[config.mk]
export PLATFORM = sky130hd
export DESIGN_NAME = pwmtb_top
export DESIGN_NICKNAME = d
export VERILOG_FILES = /design/src/inc/pwmtb_pkg.sv /design/src/inc/pwmtb_aq_if.sv /design/src/pwmtb_aq.sv /design/src/pwmtb_top.sv
export SDC_FILE = /design/constraint.sdc
export NUM_CORES = 1
export LEC_CHECK = 0
export ABC_AREA = 1
export ABC_CLOCK_PERIOD_IN_PS = 26300
export BUFFER_PORTS_ARGS = -buffer_cell sky130_fd_sc_hd__buf_4
export CAP_MARGIN = 20
export CORE_MARGIN = 3
export CORE_UTILIZATION = 35
export CTS_BUF_LIST = sky130_fd_sc_hd__clkbuf_4 sky130_fd_sc_hd__clkbuf_8
export DETAILED_ROUTE_END_ITERATION = 16
export GPL_ROUTABILITY_DRIVEN = 0
export PLACE_DENSITY = 0.53
export SLEW_MARGIN = 20
export SYNTH_ARGS = -nofsm -noshare
export SYNTH_HDL_FRONTEND = slang
export SYNTH_SLANG_ARGS = --single-unit
[constraint.sdc]
create_clock -name CLK_IN -period 26.3 [get_ports CLK_IN]
set_clock_uncertainty 0.1 [all_clocks]
set_input_delay 3.945 -clock CLK_IN [delete_from_list [all_inputs] [get_ports CLK_IN]]
set_output_delay 3.945 -clock CLK_IN [all_outputs]
set_load 0.05 [all_outputs]
[src/inc/pwmtb_pkg.sv]
package pwmtb_pkg;
   localparam int CW = 16;
   localparam int AW = 8;
   localparam int DW = 32;
   localparam int DIVW = 11;
   localparam int NTRIG = 4;
   localparam int SYNC_LATENCY = 2;

   localparam logic [AW-1:0] ADDR_CTRL = 8'h00;
   localparam logic [AW-1:0] ADDR_PRESCALE = 8'h04;
   localparam logic [AW-1:0] ADDR_PERIOD = 8'h08;
   localparam logic [AW-1:0] ADDR_PHASE = 8'h0c;
   localparam logic [AW-1:0] ADDR_CMP_A = 8'h10;
   localparam logic [AW-1:0] ADDR_CMP_B = 8'h14;
   localparam logic [AW-1:0] ADDR_AQ_A = 8'h18;
   localparam logic [AW-1:0] ADDR_AQ_B = 8'h1c;
   localparam logic [AW-1:0] ADDR_FORCE = 8'h20;
   localparam logic [AW-1:0] ADDR_CSF = 8'h24;
   localparam logic [AW-1:0] ADDR_TRIG = 8'h28;
   localparam logic [AW-1:0] ADDR_STATUS = 8'h2c;

   // Control register fields.
   localparam int C_MODE = 0;
   localparam int C_PHS_EN = 2;
   localparam int C_DN_SYNC = 3;
   localparam int C_SYNC_EN = 4;
   localparam int C_SO_SEL = 5;
   localparam int C_PSO_SEL = 7;
   localparam int C_PRD_SHD = 9;
   localparam int C_CA_SHD = 10;
   localparam int C_CB_SHD = 11;
   localparam int C_CA_GLD = 12;
   localparam int C_CB_GLD = 13;
   localparam int C_AQ_SHD = 14;
   localparam int C_CSF_SHD = 15;
   localparam int C_EMU_STOP = 16;
   localparam int C_CA_LINK = 17;
   localparam int C_CB_LINK = 18;
   localparam int C_LD_SEL = 19;
   localparam int CTRL_W = 21;
   localparam logic [CTRL_W-1:0] CTRL_RST = 21'h000003;

   localparam int P_HSP = 0;
   localparam int P_SEC = 3;
   localparam int PRE_W = 6;
   localparam int F_SYNC = 0;
   localparam int F_GLD = 1;
   localparam int F_OT_A = 2;
   localparam int F_OT_B = 4;
   localparam int FRC_W = 6;
   localparam int S_DIR = 16;
   localparam int S_OA = 17;
   localparam int S_OB = 18;

   // Action field positions inside one output's action word.
   localparam int AQ_ZRO = 0;
   localparam int AQ_PRD = 2;
   localparam int AQ_CAU = 4;
   localparam int AQ_CAD = 6;
   localparam int AQ_CBU = 8;
   localparam int AQ_CBD = 10;
   localparam int AQ_T1U = 12;
   localparam int AQ_T1D = 14;
   localparam int AQ_T2U = 16;
   localparam int AQ_T2D = 18;
   localparam int AQ_W = 20;

   typedef enum logic [1:0] {
      ACT_NONE = 2'b00, ACT_LOW = 2'b01, ACT_HIGH = 2'b10, ACT_TOG = 2'b11
   } pwmtb_act_t;
   typedef enum logic [1:0] {
      MODE_UP = 2'b00, MODE_DOWN = 2'b01, MODE_UPDN = 2'b10, MODE_STOP = 2'b11
   } pwmtb_mode_t;
   typedef enum logic [1:0] {
      EV_NONE = 2'b00, EV_ZERO = 2'b01, EV_PRD = 2'b10, EV_BOTH = 2'b11
   } pwmtb_evsel_t;
endpackage

[src/inc/pwmtb_aq_if.sv]
`timescale 1ns/1ps
`default_nettype none
interface pwmtb_aq_if;
   import pwmtb_pkg::*;
   logic up;
   logic zero;
   logic prd;
   logic ca;
   logic cb;
   logic t1;
   logic t2;
   logic [AQ_W-1:0] cfg [2];
   pwmtb_act_t ot [2];
   pwmtb_act_t csf [2];
   logic [1:0] out;
   modport ctl (output up, zero, prd, ca, cb, t1, t2, cfg, ot, csf, input out);
   modport aq (input up, zero, prd, ca, cb, t1, t2, cfg, ot, csf, output out);
endinterface
`default_nettype wire

[src/pwmtb_aq.sv]
`timescale 1ns/1ps
`default_nettype none
module pwmtb_aq import pwmtb_pkg::*; (
   input wire logic clk,
   input wire logic rst,
   pwmtb_aq_if.aq aq
);
   logic [1:0] out_q;
   logic [1:0] out_d;
   pwmtb_act_t act [2];

   function automatic pwmtb_act_t pick(pwmtb_act_t cur, logic ev, logic [1:0] code);
      pick = (ev && code != ACT_NONE) ? pwmtb_act_t'(code) : cur;
   endfunction

   // Later events in the chain take priority over earlier ones.
   always_comb begin
      for (int i = 0; i < 2; i++) begin
         act[i] = ACT_NONE;
         act[i] = pick(act[i], aq.zero, aq.cfg[i][AQ_ZRO+:2]);
         act[i] = pick(act[i], aq.prd, aq.cfg[i][AQ_PRD+:2]);
         act[i] = pick(act[i], aq.ca, aq.up ? aq.cfg[i][AQ_CAU+:2] : aq.cfg[i][AQ_CAD+:2]);
         act[i] = pick(act[i], aq.cb, aq.up ? aq.cfg[i][AQ_CBU+:2] : aq.cfg[i][AQ_CBD+:2]);
         act[i] = pick(act[i], aq.t1, aq.up ? aq.cfg[i][AQ_T1U+:2] : aq.cfg[i][AQ_T1D+:2]);
         act[i] = pick(act[i], aq.t2, aq.up ? aq.cfg[i][AQ_T2U+:2] : aq.cfg[i][AQ_T2D+:2]);
         act[i] = pick(act[i], 1'b1, aq.ot[i]);
         // A continuous force beats everything; toggle is not a steady level.
         if (aq.csf[i] == ACT_LOW || aq.csf[i] == ACT_HIGH) begin
            act[i] = aq.csf[i];
         end
         unique case (act[i])
            ACT_NONE: out_d[i] = out_q[i];
            ACT_LOW: out_d[i] = 1'b0;
            ACT_HIGH: out_d[i] = 1'b1;
            ACT_TOG: out_d[i] = ~out_q[i];
         endcase
      end
   end

   always_ff @(posedge clk or posedge rst) begin
      if (rst) begin
         out_q <= 2'h0;
      end else begin
         out_q <= out_d;
      end
   end

   assign aq.out = out_q;
endmodule // pwmtb_aq
`default_nettype wire

[src/pwmtb_top.sv]
// The address map and the AHB-Lite interface to the registers were left to the implementer.
`timescale 1ns/1ps
`default_nettype none
module pwmtb_top import pwmtb_pkg::*; (
   input wire logic CLK_IN,
   input wire logic RST_IN,
   input wire logic HSEL_IN,
   input wire logic [31:0] HADDR_IN,
   input wire logic [1:0] HTRANS_IN,
   input wire logic HWRITE_IN,
   input wire logic [2:0] HSIZE_IN,
   input wire logic [DW-1:0] HWDATA_IN,
   input wire logic HREADY_IN,
   output logic [DW-1:0] HRDATA_OUT,
   output logic HREADYOUT_OUT,
   output logic HRESP_OUT,
   input wire logic SYNC_IN_A_IN,
   output logic SYNC_OUT,
   output logic PERIPHERAL_SYNC_OUT,
   input wire logic [NTRIG-1:0] DC_EVT_IN,
   input wire logic GLOBAL_LOAD_IN,
   input wire logic DEBUG_HALT_IN,
   input wire logic LINK_WR_A_IN,
   input wire logic LINK_WR_B_IN,
   input wire logic [CW-1:0] LINK_DATA_IN,
   output logic LINK_WR_A_OUT,
   output logic LINK_WR_B_OUT,
   output logic [CW-1:0] LINK_DATA_OUT,
   output logic OUTPUT_A_OUT,
   output logic OUTPUT_B_OUT
);
   logic [AW-1:0] addr_q, addr_d;
   logic wr_q, wr_d, act_q, act_d;
   logic [DW-1:0] rdata_q, rdata_d;
   logic [CTRL_W-1:0] ctrl_q, ctrl_d;
   logic [PRE_W-1:0] pre_q, pre_d;
   logic [CW-1:0] prd_q, prd_d, prd_sh_q, prd_sh_d, phs_q, phs_d;
   logic [CW-1:0] ca_q, ca_d, ca_sh_q, ca_sh_d, cb_q, cb_d, cb_sh_q, cb_sh_d;
   logic [AQ_W-1:0] aqa_q, aqa_d, aqa_sh_q, aqa_sh_d, aqb_q, aqb_d, aqb_sh_q, aqb_sh_d;
   logic [3:0] csf_q, csf_d, csf_sh_q, csf_sh_d, trig_q, trig_d;
   logic [FRC_W-1:0] frc_q, frc_d;
   logic gld_q, gld_d, lwa_q, lwa_d, lwb_q, lwb_d;
   logic [CW-1:0] ldat_q, ldat_d;
   logic [CW-1:0] cnt_q, cnt_d;
   logic [DIVW-1:0] div_q, div_d;
   logic up_q, up_d, halt_q, halt_d, so_q, so_d, pso_q, pso_d;
   logic wen, tick_raw, step, sync_acc, ev_zero, ev_prd, ev_ca, ev_cb, ld_evt;
   logic wa, wb;
   logic [CW-1:0] wa_dat, wb_dat;
   pwmtb_mode_t mode;

   function automatic logic [DIVW-1:0] div_len(logic [PRE_W-1:0] p);
      logic [DIVW-1:0] h;
      logic [DIVW-1:0] s;
      h = (p[P_HSP+:3] == 3'h0) ? DIVW'(1) : DIVW'({p[P_HSP+:3], 1'b0});
      s = DIVW'(1) << p[P_SEC+:3];
      div_len = DIVW'(h * s);
   endfunction

   function automatic logic ev_sel(logic [1:0] sel, logic z, logic p);
      ev_sel = (sel[0] && z) || (sel[1] && p);
   endfunction

   assign mode = pwmtb_mode_t'(ctrl_q[C_MODE+:2]);
   assign wen = act_q && wr_q;
   assign tick_raw = (div_q == div_len(pre_q) - DIVW'(1));
   assign step = tick_raw && !halt_q && mode != MODE_STOP;
   assign sync_acc = (ctrl_q[C_SYNC_EN] && SYNC_IN_A_IN) || frc_q[F_SYNC];
   assign ev_zero = step && cnt_q == '0;
   assign ev_prd = step && cnt_q == prd_q;
   assign ev_ca = step && cnt_q == ca_q;
   assign ev_cb = step && cnt_q == cb_q;
   assign ld_evt = ev_sel(ctrl_q[C_LD_SEL+:2], ev_zero, ev_prd);
   // The bus wins over a linked write that lands in the same cycle.
   assign wa = (wen && addr_q == ADDR_CMP_A) || (ctrl_q[C_CA_LINK] && LINK_WR_A_IN);
   assign wb = (wen && addr_q == ADDR_CMP_B) || (ctrl_q[C_CB_LINK] && LINK_WR_B_IN);
   assign wa_dat = (wen && addr_q == ADDR_CMP_A) ? HWDATA_IN[CW-1:0] : LINK_DATA_IN;
   assign wb_dat = (wen && addr_q == ADDR_CMP_B) ? HWDATA_IN[CW-1:0] : LINK_DATA_IN;

   // Zero-wait slave: read data is fetched in the address phase.
   always_comb begin
      act_d = HSEL_IN && HTRANS_IN[1] && HREADY_IN;
      addr_d = act_d ? HADDR_IN[AW-1:0] : addr_q;
      wr_d = act_d && HWRITE_IN;
      rdata_d = rdata_q;
      if (act_d && !HWRITE_IN) begin
         unique case (HADDR_IN[AW-1:0])
            ADDR_CTRL: rdata_d = DW'(ctrl_q);
            ADDR_PRESCALE: rdata_d = DW'(pre_q);
            ADDR_PERIOD: rdata_d = DW'(ctrl_q[C_PRD_SHD] ? prd_sh_q : prd_q);
            ADDR_PHASE: rdata_d = DW'(phs_q);
            ADDR_CMP_A: rdata_d = DW'(ca_q);
            ADDR_CMP_B: rdata_d = DW'(cb_q);
            ADDR_AQ_A: rdata_d = DW'(aqa_q);
            ADDR_AQ_B: rdata_d = DW'(aqb_q);
            ADDR_CSF: rdata_d = DW'(csf_q);
            ADDR_TRIG: rdata_d = DW'(trig_q);
            ADDR_STATUS: rdata_d = DW'({OUTPUT_B_OUT, OUTPUT_A_OUT, up_q, cnt_q});
            default: rdata_d = '0;
         endcase
      end
   end

   always_ff @(posedge CLK_IN or posedge RST_IN) begin
      if (RST_IN) begin
         act_q <= 1'b0;
         wr_q <= 1'b0;
         addr_q <= '0;
         rdata_q <= '0;
         HREADYOUT_OUT <= 1'b0;
         HRESP_OUT <= 1'b0;
      end else begin
         act_q <= act_d;
         wr_q <= wr_d;
         addr_q <= addr_d;
         rdata_q <= rdata_d;
         HREADYOUT_OUT <= 1'b1;
         HRESP_OUT <= 1'b0;
      end
   end
   assign HRDATA_OUT = rdata_q;

   // Configuration, shadows and global load.
   always_comb begin
      ctrl_d = ctrl_q;
      pre_d = pre_q;
      prd_d = prd_q;
      prd_sh_d = prd_sh_q;
      phs_d = phs_q;
      aqa_sh_d = aqa_sh_q;
      aqb_sh_d = aqb_sh_q;
      csf_sh_d = csf_sh_q;
      trig_d = trig_q;
      frc_d = '0;
      if (wen) begin
         unique case (addr_q)
            ADDR_CTRL: ctrl_d = HWDATA_IN[CTRL_W-1:0];
            ADDR_PRESCALE: pre_d = HWDATA_IN[PRE_W-1:0];
            ADDR_PERIOD: prd_sh_d = HWDATA_IN[CW-1:0];
            ADDR_PHASE: phs_d = HWDATA_IN[CW-1:0];
            ADDR_AQ_A: aqa_sh_d = HWDATA_IN[AQ_W-1:0];
            ADDR_AQ_B: aqb_sh_d = HWDATA_IN[AQ_W-1:0];
            ADDR_CSF: csf_sh_d = HWDATA_IN[3:0];
            ADDR_TRIG: trig_d = HWDATA_IN[3:0];
            ADDR_FORCE: frc_d = HWDATA_IN[FRC_W-1:0];
            default: ;
         endcase
      end
      if (!ctrl_q[C_PRD_SHD] || ev_zero) begin
         prd_d = prd_sh_d;
      end
      aqa_d = (!ctrl_q[C_AQ_SHD] || ld_evt) ? aqa_sh_d : aqa_q;
      aqb_d = (!ctrl_q[C_AQ_SHD] || ld_evt) ? aqb_sh_d : aqb_q;
      csf_d = (!ctrl_q[C_CSF_SHD] || ld_evt) ? csf_sh_d : csf_q;
      // A new global load request wins over the load event that consumes one.
      gld_d = GLOBAL_LOAD_IN || frc_q[F_GLD] || (gld_q && !ld_evt);
      ca_sh_d = wa ? wa_dat : ca_sh_q;
      cb_sh_d = wb ? wb_dat : cb_sh_q;
      ca_d = ca_q;
      cb_d = cb_q;
      if (!ctrl_q[C_CA_SHD]) begin
         ca_d = ca_sh_d;
      end else if (ld_evt && (!ctrl_q[C_CA_GLD] || gld_q)) begin
         ca_d = ca_sh_q;
      end
      if (!ctrl_q[C_CB_SHD]) begin
         cb_d = cb_sh_d;
      end else if (ld_evt && (!ctrl_q[C_CB_GLD] || gld_q)) begin
         cb_d = cb_sh_q;
      end
      lwa_d = wen && addr_q == ADDR_CMP_A;
      lwb_d = wen && addr_q == ADDR_CMP_B;
      ldat_d = (lwa_d || lwb_d) ? HWDATA_IN[CW-1:0] : ldat_q;
   end

   always_ff @(posedge CLK_IN or posedge RST_IN) begin
      if (RST_IN) begin
         ctrl_q <= CTRL_RST;
         pre_q <= '0;
         {prd_q, prd_sh_q, phs_q, ca_q, ca_sh_q, cb_q, cb_sh_q} <= '0;
         {aqa_q, aqa_sh_q, aqb_q, aqb_sh_q} <= '0;
         {csf_q, csf_sh_q, trig_q} <= '0;
         frc_q <= '0;
         {gld_q, lwa_q, lwb_q} <= 3'h0;
         ldat_q <= '0;
      end else begin
         ctrl_q <= ctrl_d;
         pre_q <= pre_d;
         {prd_q, prd_sh_q, phs_q, ca_q, ca_sh_q, cb_q, cb_sh_q} <=
            {prd_d, prd_sh_d, phs_d, ca_d, ca_sh_d, cb_d, cb_sh_d};
         {aqa_q, aqa_sh_q, aqb_q, aqb_sh_q} <= {aqa_d, aqa_sh_d, aqb_d, aqb_sh_d};
         {csf_q, csf_sh_q, trig_q} <= {csf_d, csf_sh_d, trig_d};
         frc_q <= frc_d;
         {gld_q, lwa_q, lwb_q} <= {gld_d, lwa_d, lwb_d};
         ldat_q <= ldat_d;
      end
   end
   assign LINK_WR_A_OUT = lwa_q;
   assign LINK_WR_B_OUT = lwb_q;
   assign LINK_DATA_OUT = ldat_q;

   // Time base. Sync is taken on the cycle it arrives, which together with the
   // registered sync output of the source gives the chain its fixed latency.
   always_comb begin
      div_d = tick_raw ? '0 : div_q + DIVW'(1);
      halt_d = DEBUG_HALT_IN && ctrl_q[C_EMU_STOP] && (halt_q || tick_raw);
      cnt_d = cnt_q;
      up_d = up_q;
      if (sync_acc && ctrl_q[C_PHS_EN]) begin
         cnt_d = phs_q;
         if (mode == MODE_UPDN) begin
            up_d = !ctrl_q[C_DN_SYNC];
         end
      end else if (step) begin
         unique case (mode)
            MODE_UP: begin
               up_d = 1'b1;
               cnt_d = (cnt_q >= prd_q) ? '0 : cnt_q + CW'(1);
            end
            MODE_DOWN: begin
               up_d = 1'b0;
               cnt_d = (cnt_q == '0) ? prd_q : cnt_q - CW'(1);
            end
            MODE_UPDN: begin
               if (up_q && cnt_q >= prd_q) begin
                  up_d = 1'b0;
                  cnt_d = (cnt_q == '0) ? cnt_q : cnt_q - CW'(1);
               end else if (!up_q && cnt_q == '0) begin
                  up_d = 1'b1;
                  cnt_d = cnt_q + CW'(1);
               end else begin
                  cnt_d = up_q ? cnt_q + CW'(1) : cnt_q - CW'(1);
               end
            end
            MODE_STOP: cnt_d = cnt_q;
         endcase
      end
      so_d = ev_sel(ctrl_q[C_SO_SEL+:2], ev_zero, ev_prd);
      pso_d = ev_sel(ctrl_q[C_PSO_SEL+:2], ev_zero, ev_prd);
   end

   always_ff @(posedge CLK_IN or posedge RST_IN) begin
      if (RST_IN) begin
         div_q <= '0;
         halt_q <= 1'b0;
         cnt_q <= '0;
         up_q <= 1'b1;
         so_q <= 1'b0;
         pso_q <= 1'b0;
      end else begin
         div_q <= div_d;
         halt_q <= halt_d;
         cnt_q <= cnt_d;
         up_q <= up_d;
         so_q <= so_d;
         pso_q <= pso_d;
      end
   end
   assign SYNC_OUT = so_q;
   assign PERIPHERAL_SYNC_OUT = pso_q;

   pwmtb_aq_if aqi ();
   assign aqi.up = up_q;
   assign aqi.zero = ev_zero;
   assign aqi.prd = ev_prd;
   assign aqi.ca = ev_ca;
   assign aqi.cb = ev_cb;
   assign aqi.t1 = DC_EVT_IN[trig_q[1:0]];
   assign aqi.t2 = DC_EVT_IN[trig_q[3:2]];
   assign aqi.cfg[0] = aqa_q;
   assign aqi.cfg[1] = aqb_q;
   assign aqi.ot[0] = pwmtb_act_t'(frc_q[F_OT_A+:2]);
   assign aqi.ot[1] = pwmtb_act_t'(frc_q[F_OT_B+:2]);
   assign aqi.csf[0] = pwmtb_act_t'(csf_q[1:0]);
   assign aqi.csf[1] = pwmtb_act_t'(csf_q[3:2]);

   pwmtb_aq u_aq (
      .clk(CLK_IN),
      .rst(RST_IN),
      .aq(aqi.aq)
   );
   assign OUTPUT_A_OUT = aqi.out[0];
   assign OUTPUT_B_OUT = aqi.out[1];
endmodule // pwmtb_top
`default_nettype wire
==> out/summary.log <==
qor: worst_setup_path.start_kind register
qor: final_layout.layout.area.seq 8040 um2
qor: final_layout.instances_no_fill 3112
qor: sta.report.final.hold_viol_count 0
qor: synthesis.synth.avg_cell_area 7.75 um2
qor: synthesis.top_post_synthesis_cells_by_area dfrtp_1, nand2_1, o21ai_0
qor: route.vias 16300
qor: clocking.max-clock-path-buffers 3
qor: route.detail-route-antenna-nets 0
qor: sta.finalSetupViolations 0
qor: synthesis.edff_count_synth 0
qor: worst_setup_path.slowest_delay 0.63 ns
qor: route.avgViaCountPerCell 5.25
qor: power_and_ir_drop.static-leakage-power 10.3 nW
qor: global_route.initial_antenna_violation_count 1
qor: floorplan.design.core.area 50500 um2
qor: clocking.postCtsHoldBufs 0
qor: floorplan.floorplan.die.width 233 um
qor: final_layout.layout.nets 2548
qor: placed_design.port_buffers 103
qor: clocking.cts_buffers 56
qor: floorplan.dieHeight 233 um
qor: synthesis.synth_top_family_by_area simple AND/OR/NAND/NOR gates
qor: sta.rsz0062_at_grt no
qor: final_layout.syn2layout_area_growth 13.6%
qor: floorplan.die_area 54200 um2
qor: synthesis.synth_compound_gate_area_share 17.8%
qor: clocking.clock-sinks 321
qor: power_and_ir_drop.p_per_area 79.2 nW/um2
qor: synthesis.async_reset_ff_share 100%
qor: global_route.first_global_vias 15700
qor: worst_setup_path.critical_path.endpoint_type register
qor: synthesis.yosys.area_share.xor_xnor 2.53%
qor: route.route.final.wire_length 63300 um
qor: global_route.global_route.overflow_total 0
qor: clocking.postCtsResizedCells 0
qor: power_and_ir_drop.total_power 0.00162 W
qor: synthesis.synth_top_area_cell dfrtp_1
qor: worst_setup_path.critical_path.most_common_cell nand2_1
qor: synthesis.syn-instance-count 2325
qor: run_status.status completed
qor: min_path.worstHoldPathType reg2reg
qor: worst_setup_path.worst-path-buf-inv 5
qor: worst_setup_path.worstPathRequired 26.74 ns
qor: placed_design.detailedPlacementHpwl 44900 um
qor: clocking.cts.clk_slew.worst_paths 0.06 ns
qor: route.drt_first_iter_violations 1522
qor: route.wire_per_inst 20.4 um
qor: route.drcViolationCount 0
qor: sta.final.setup.tns 0 ns
qor: final_layout.mostFrequentLayoutCell nand2_1
qor: synthesis.synthMuxAreaShare 0.375%
qor: synthesis.synth_top_area_share 44.2%
qor: route.drt-pass1-iter-count 6
qor: worst_setup_path.timing.reg2reg.setup_slack 20.03 ns
qor: worst_setup_path.timing.setup.critical_path_class reg2reg
qor: sta.max_freq 160 MHz
qor: floorplan.io_pins 155
qor: synthesis.synth_area 18000 um2
qor: worst_setup_path.worst_path_max_delay_cell buf_4
qor: sta.layout_worst_path_cycle_share 23.8%
qor: sta.slew_headroom 32.1%
qor: synthesis.ys_seq_area_share 44.6%
qor: flow_run.drv_cap 0
qor: clocking.clock_tree.htree_level_count 2
qor: floorplan.core.rowCount 82
qor: final_layout.commonest_cells_after_routing_fill_and_taps_aside nand2_1, dfrtp_1, inv_1, o21ai_0, buf_4
qor: global_route.first_pass_grt_wire_length 95900 um
qor: synthesis.yosys.area_share.adder 4.43%
qor: global_route.grt.total_usage 23.3%
qor: final_layout.multi_input_area 8210 um2
qor: clocking.clkLatencyLatePin 0.66 ns
qor: sta.slew_worst_pin 1.02 ns
qor: global_route.grt_max_degree 128
qor: clocking.post_cts.repair.setup_buffers 0
qor: worst_setup_path.timing.critical_path.fanout_max 76
qor: sta.finalMaxSlewViolations 0
qor: worst_setup_path.path_delay_family simple AND/OR/NAND/NOR gates
qor: synthesis.synth.yosys.warnings 0
qor: clocking.cts_root_buffer clkbuf_8
qor: synthesis.synth-simple-area-share 20.1%
qor: placed_design.place_inst 3005
qor: floorplan.initial_core_util 35.7%
qor: synthesis.yosys_register_bits 321
qor: sta.minimum_period_implied_by_the_final_worst_setup_slack 6.27 ns
qor: worst_setup_path.worst_ep_arrival_time 6.70 ns
qor: final_layout.fillerInstances 5216
qor: final_layout.fraction_of_layout_cells_with_a_size_suffix_above_1 10.7%
qor: synthesis.ys_dominant_reg_cell dfrtp_1
qor: synthesis.synth_cell_types 54
qor: power_and_ir_drop.power.ir.vdd_worst 39.5 uV
qor: clocking.cts_tree done
==> sequential cells by signal, summed over array words and instances, names as in the netlist, 20 cells and up <==
name	flops
HRDATA_OUT	21
aqa_q	20
aqa_sh_q	20
aqb_q	20
aqb_sh_q	20
ctrl_q	21
==> layer usage <==
layer  share of wire [%]  track usage [%]
met1                  44             32.1
met2                  45             37.1
met3                 7.4             4.26
met4                 3.2             7.20
met5                   0                0
==> worst paths after layout <==
kind                          start             to  depth (start not counted)
min in group asynchronous    RST_IN    cb_sh_q[12]                          2
max in group asynchronous    RST_IN  HRDATA_OUT[3]                          3
min                        frc_q[1]          gld_q                          1
max reg2reg                pre_q[5]       aqa_q[0]                         25
min reg2reg                frc_q[1]          gld_q                          1
max                        pre_q[5]       aqa_q[0]                         25
==> cell type report <==
class	count	share of cell area [%]
Sequential cell	321	39.3
Clock inverter	8	0.251
Antenna cell	2	0.0245
Timing Repair Buffer	120	4.54
Tap cell	672	4.11
Clock buffer	95	5.60
Multi-Input combinational cell	1567	40.1
Inverter	327	6.04
==> synthesized netlist by cell type (4+ instances only) <==
cell      number
inv_1        311
ha_1          43
fa_1          13
buf_1          5
a21o_1         7
mux2_1         4
a31oi_1        4
nor4_1        18
nand4_1       10
o211ai_1      13
nand2_1      595
buf_6          6
a21oi_1       62
clkbuf_1      74
xnor2_1       13
or2_2          4
nand3_1       96
buf_2         21
nand2_2        4
o221ai_1      38
nor2_1       106
inv_2          9
o21ai_1       51
buf_4         15
dfrtp_1      318
nor3_1        21
xor2_1        39
o22ai_1       57
a221oi_1      14
clkinv_1       7
o21ai_0      306
==> logic make-up (layout without fill, tap and decap cells) <==
kind of cell / Yosys count / after routing
adders and majority gates: 56 / 56
xor gates and xnor gates: 52 / 52
DFF: 321 / 321
AOI/OAI and AO/OA: 567 / 567
and+or+nand+nor: 873 / 873
muxes: 6 / 6
buffers and inverters: 448 / 550
other: 2 / 15
==> power breakdown <==
group / internal (W) / total (W) / switching (W)
Clock: 0.000273 / 0.000493 / 0.000220
Combinational: 0.000144 / 0.000446 / 0.000302
Sequential: 0.000588 / 0.000681 / 0.0000931
Total: 0.00101 / 0.00162 / 0.000615
==> metrics by stage <==
step	utilization [%]	hold slack, ns	cell area [um2]	worst slack [ns]
final	40.5	0.371	20500	20.03
after global routing	40.5	0.401	20400	19.62
after CTS	40.4	0.377	20400	20.12
after detailed placement	38.1	0.359	19200	19.58
after global placement	38.1	0.356	19200	19.58
after floorplan	-	0.317	18100	13.38
(Power assumes the default switching activity.)
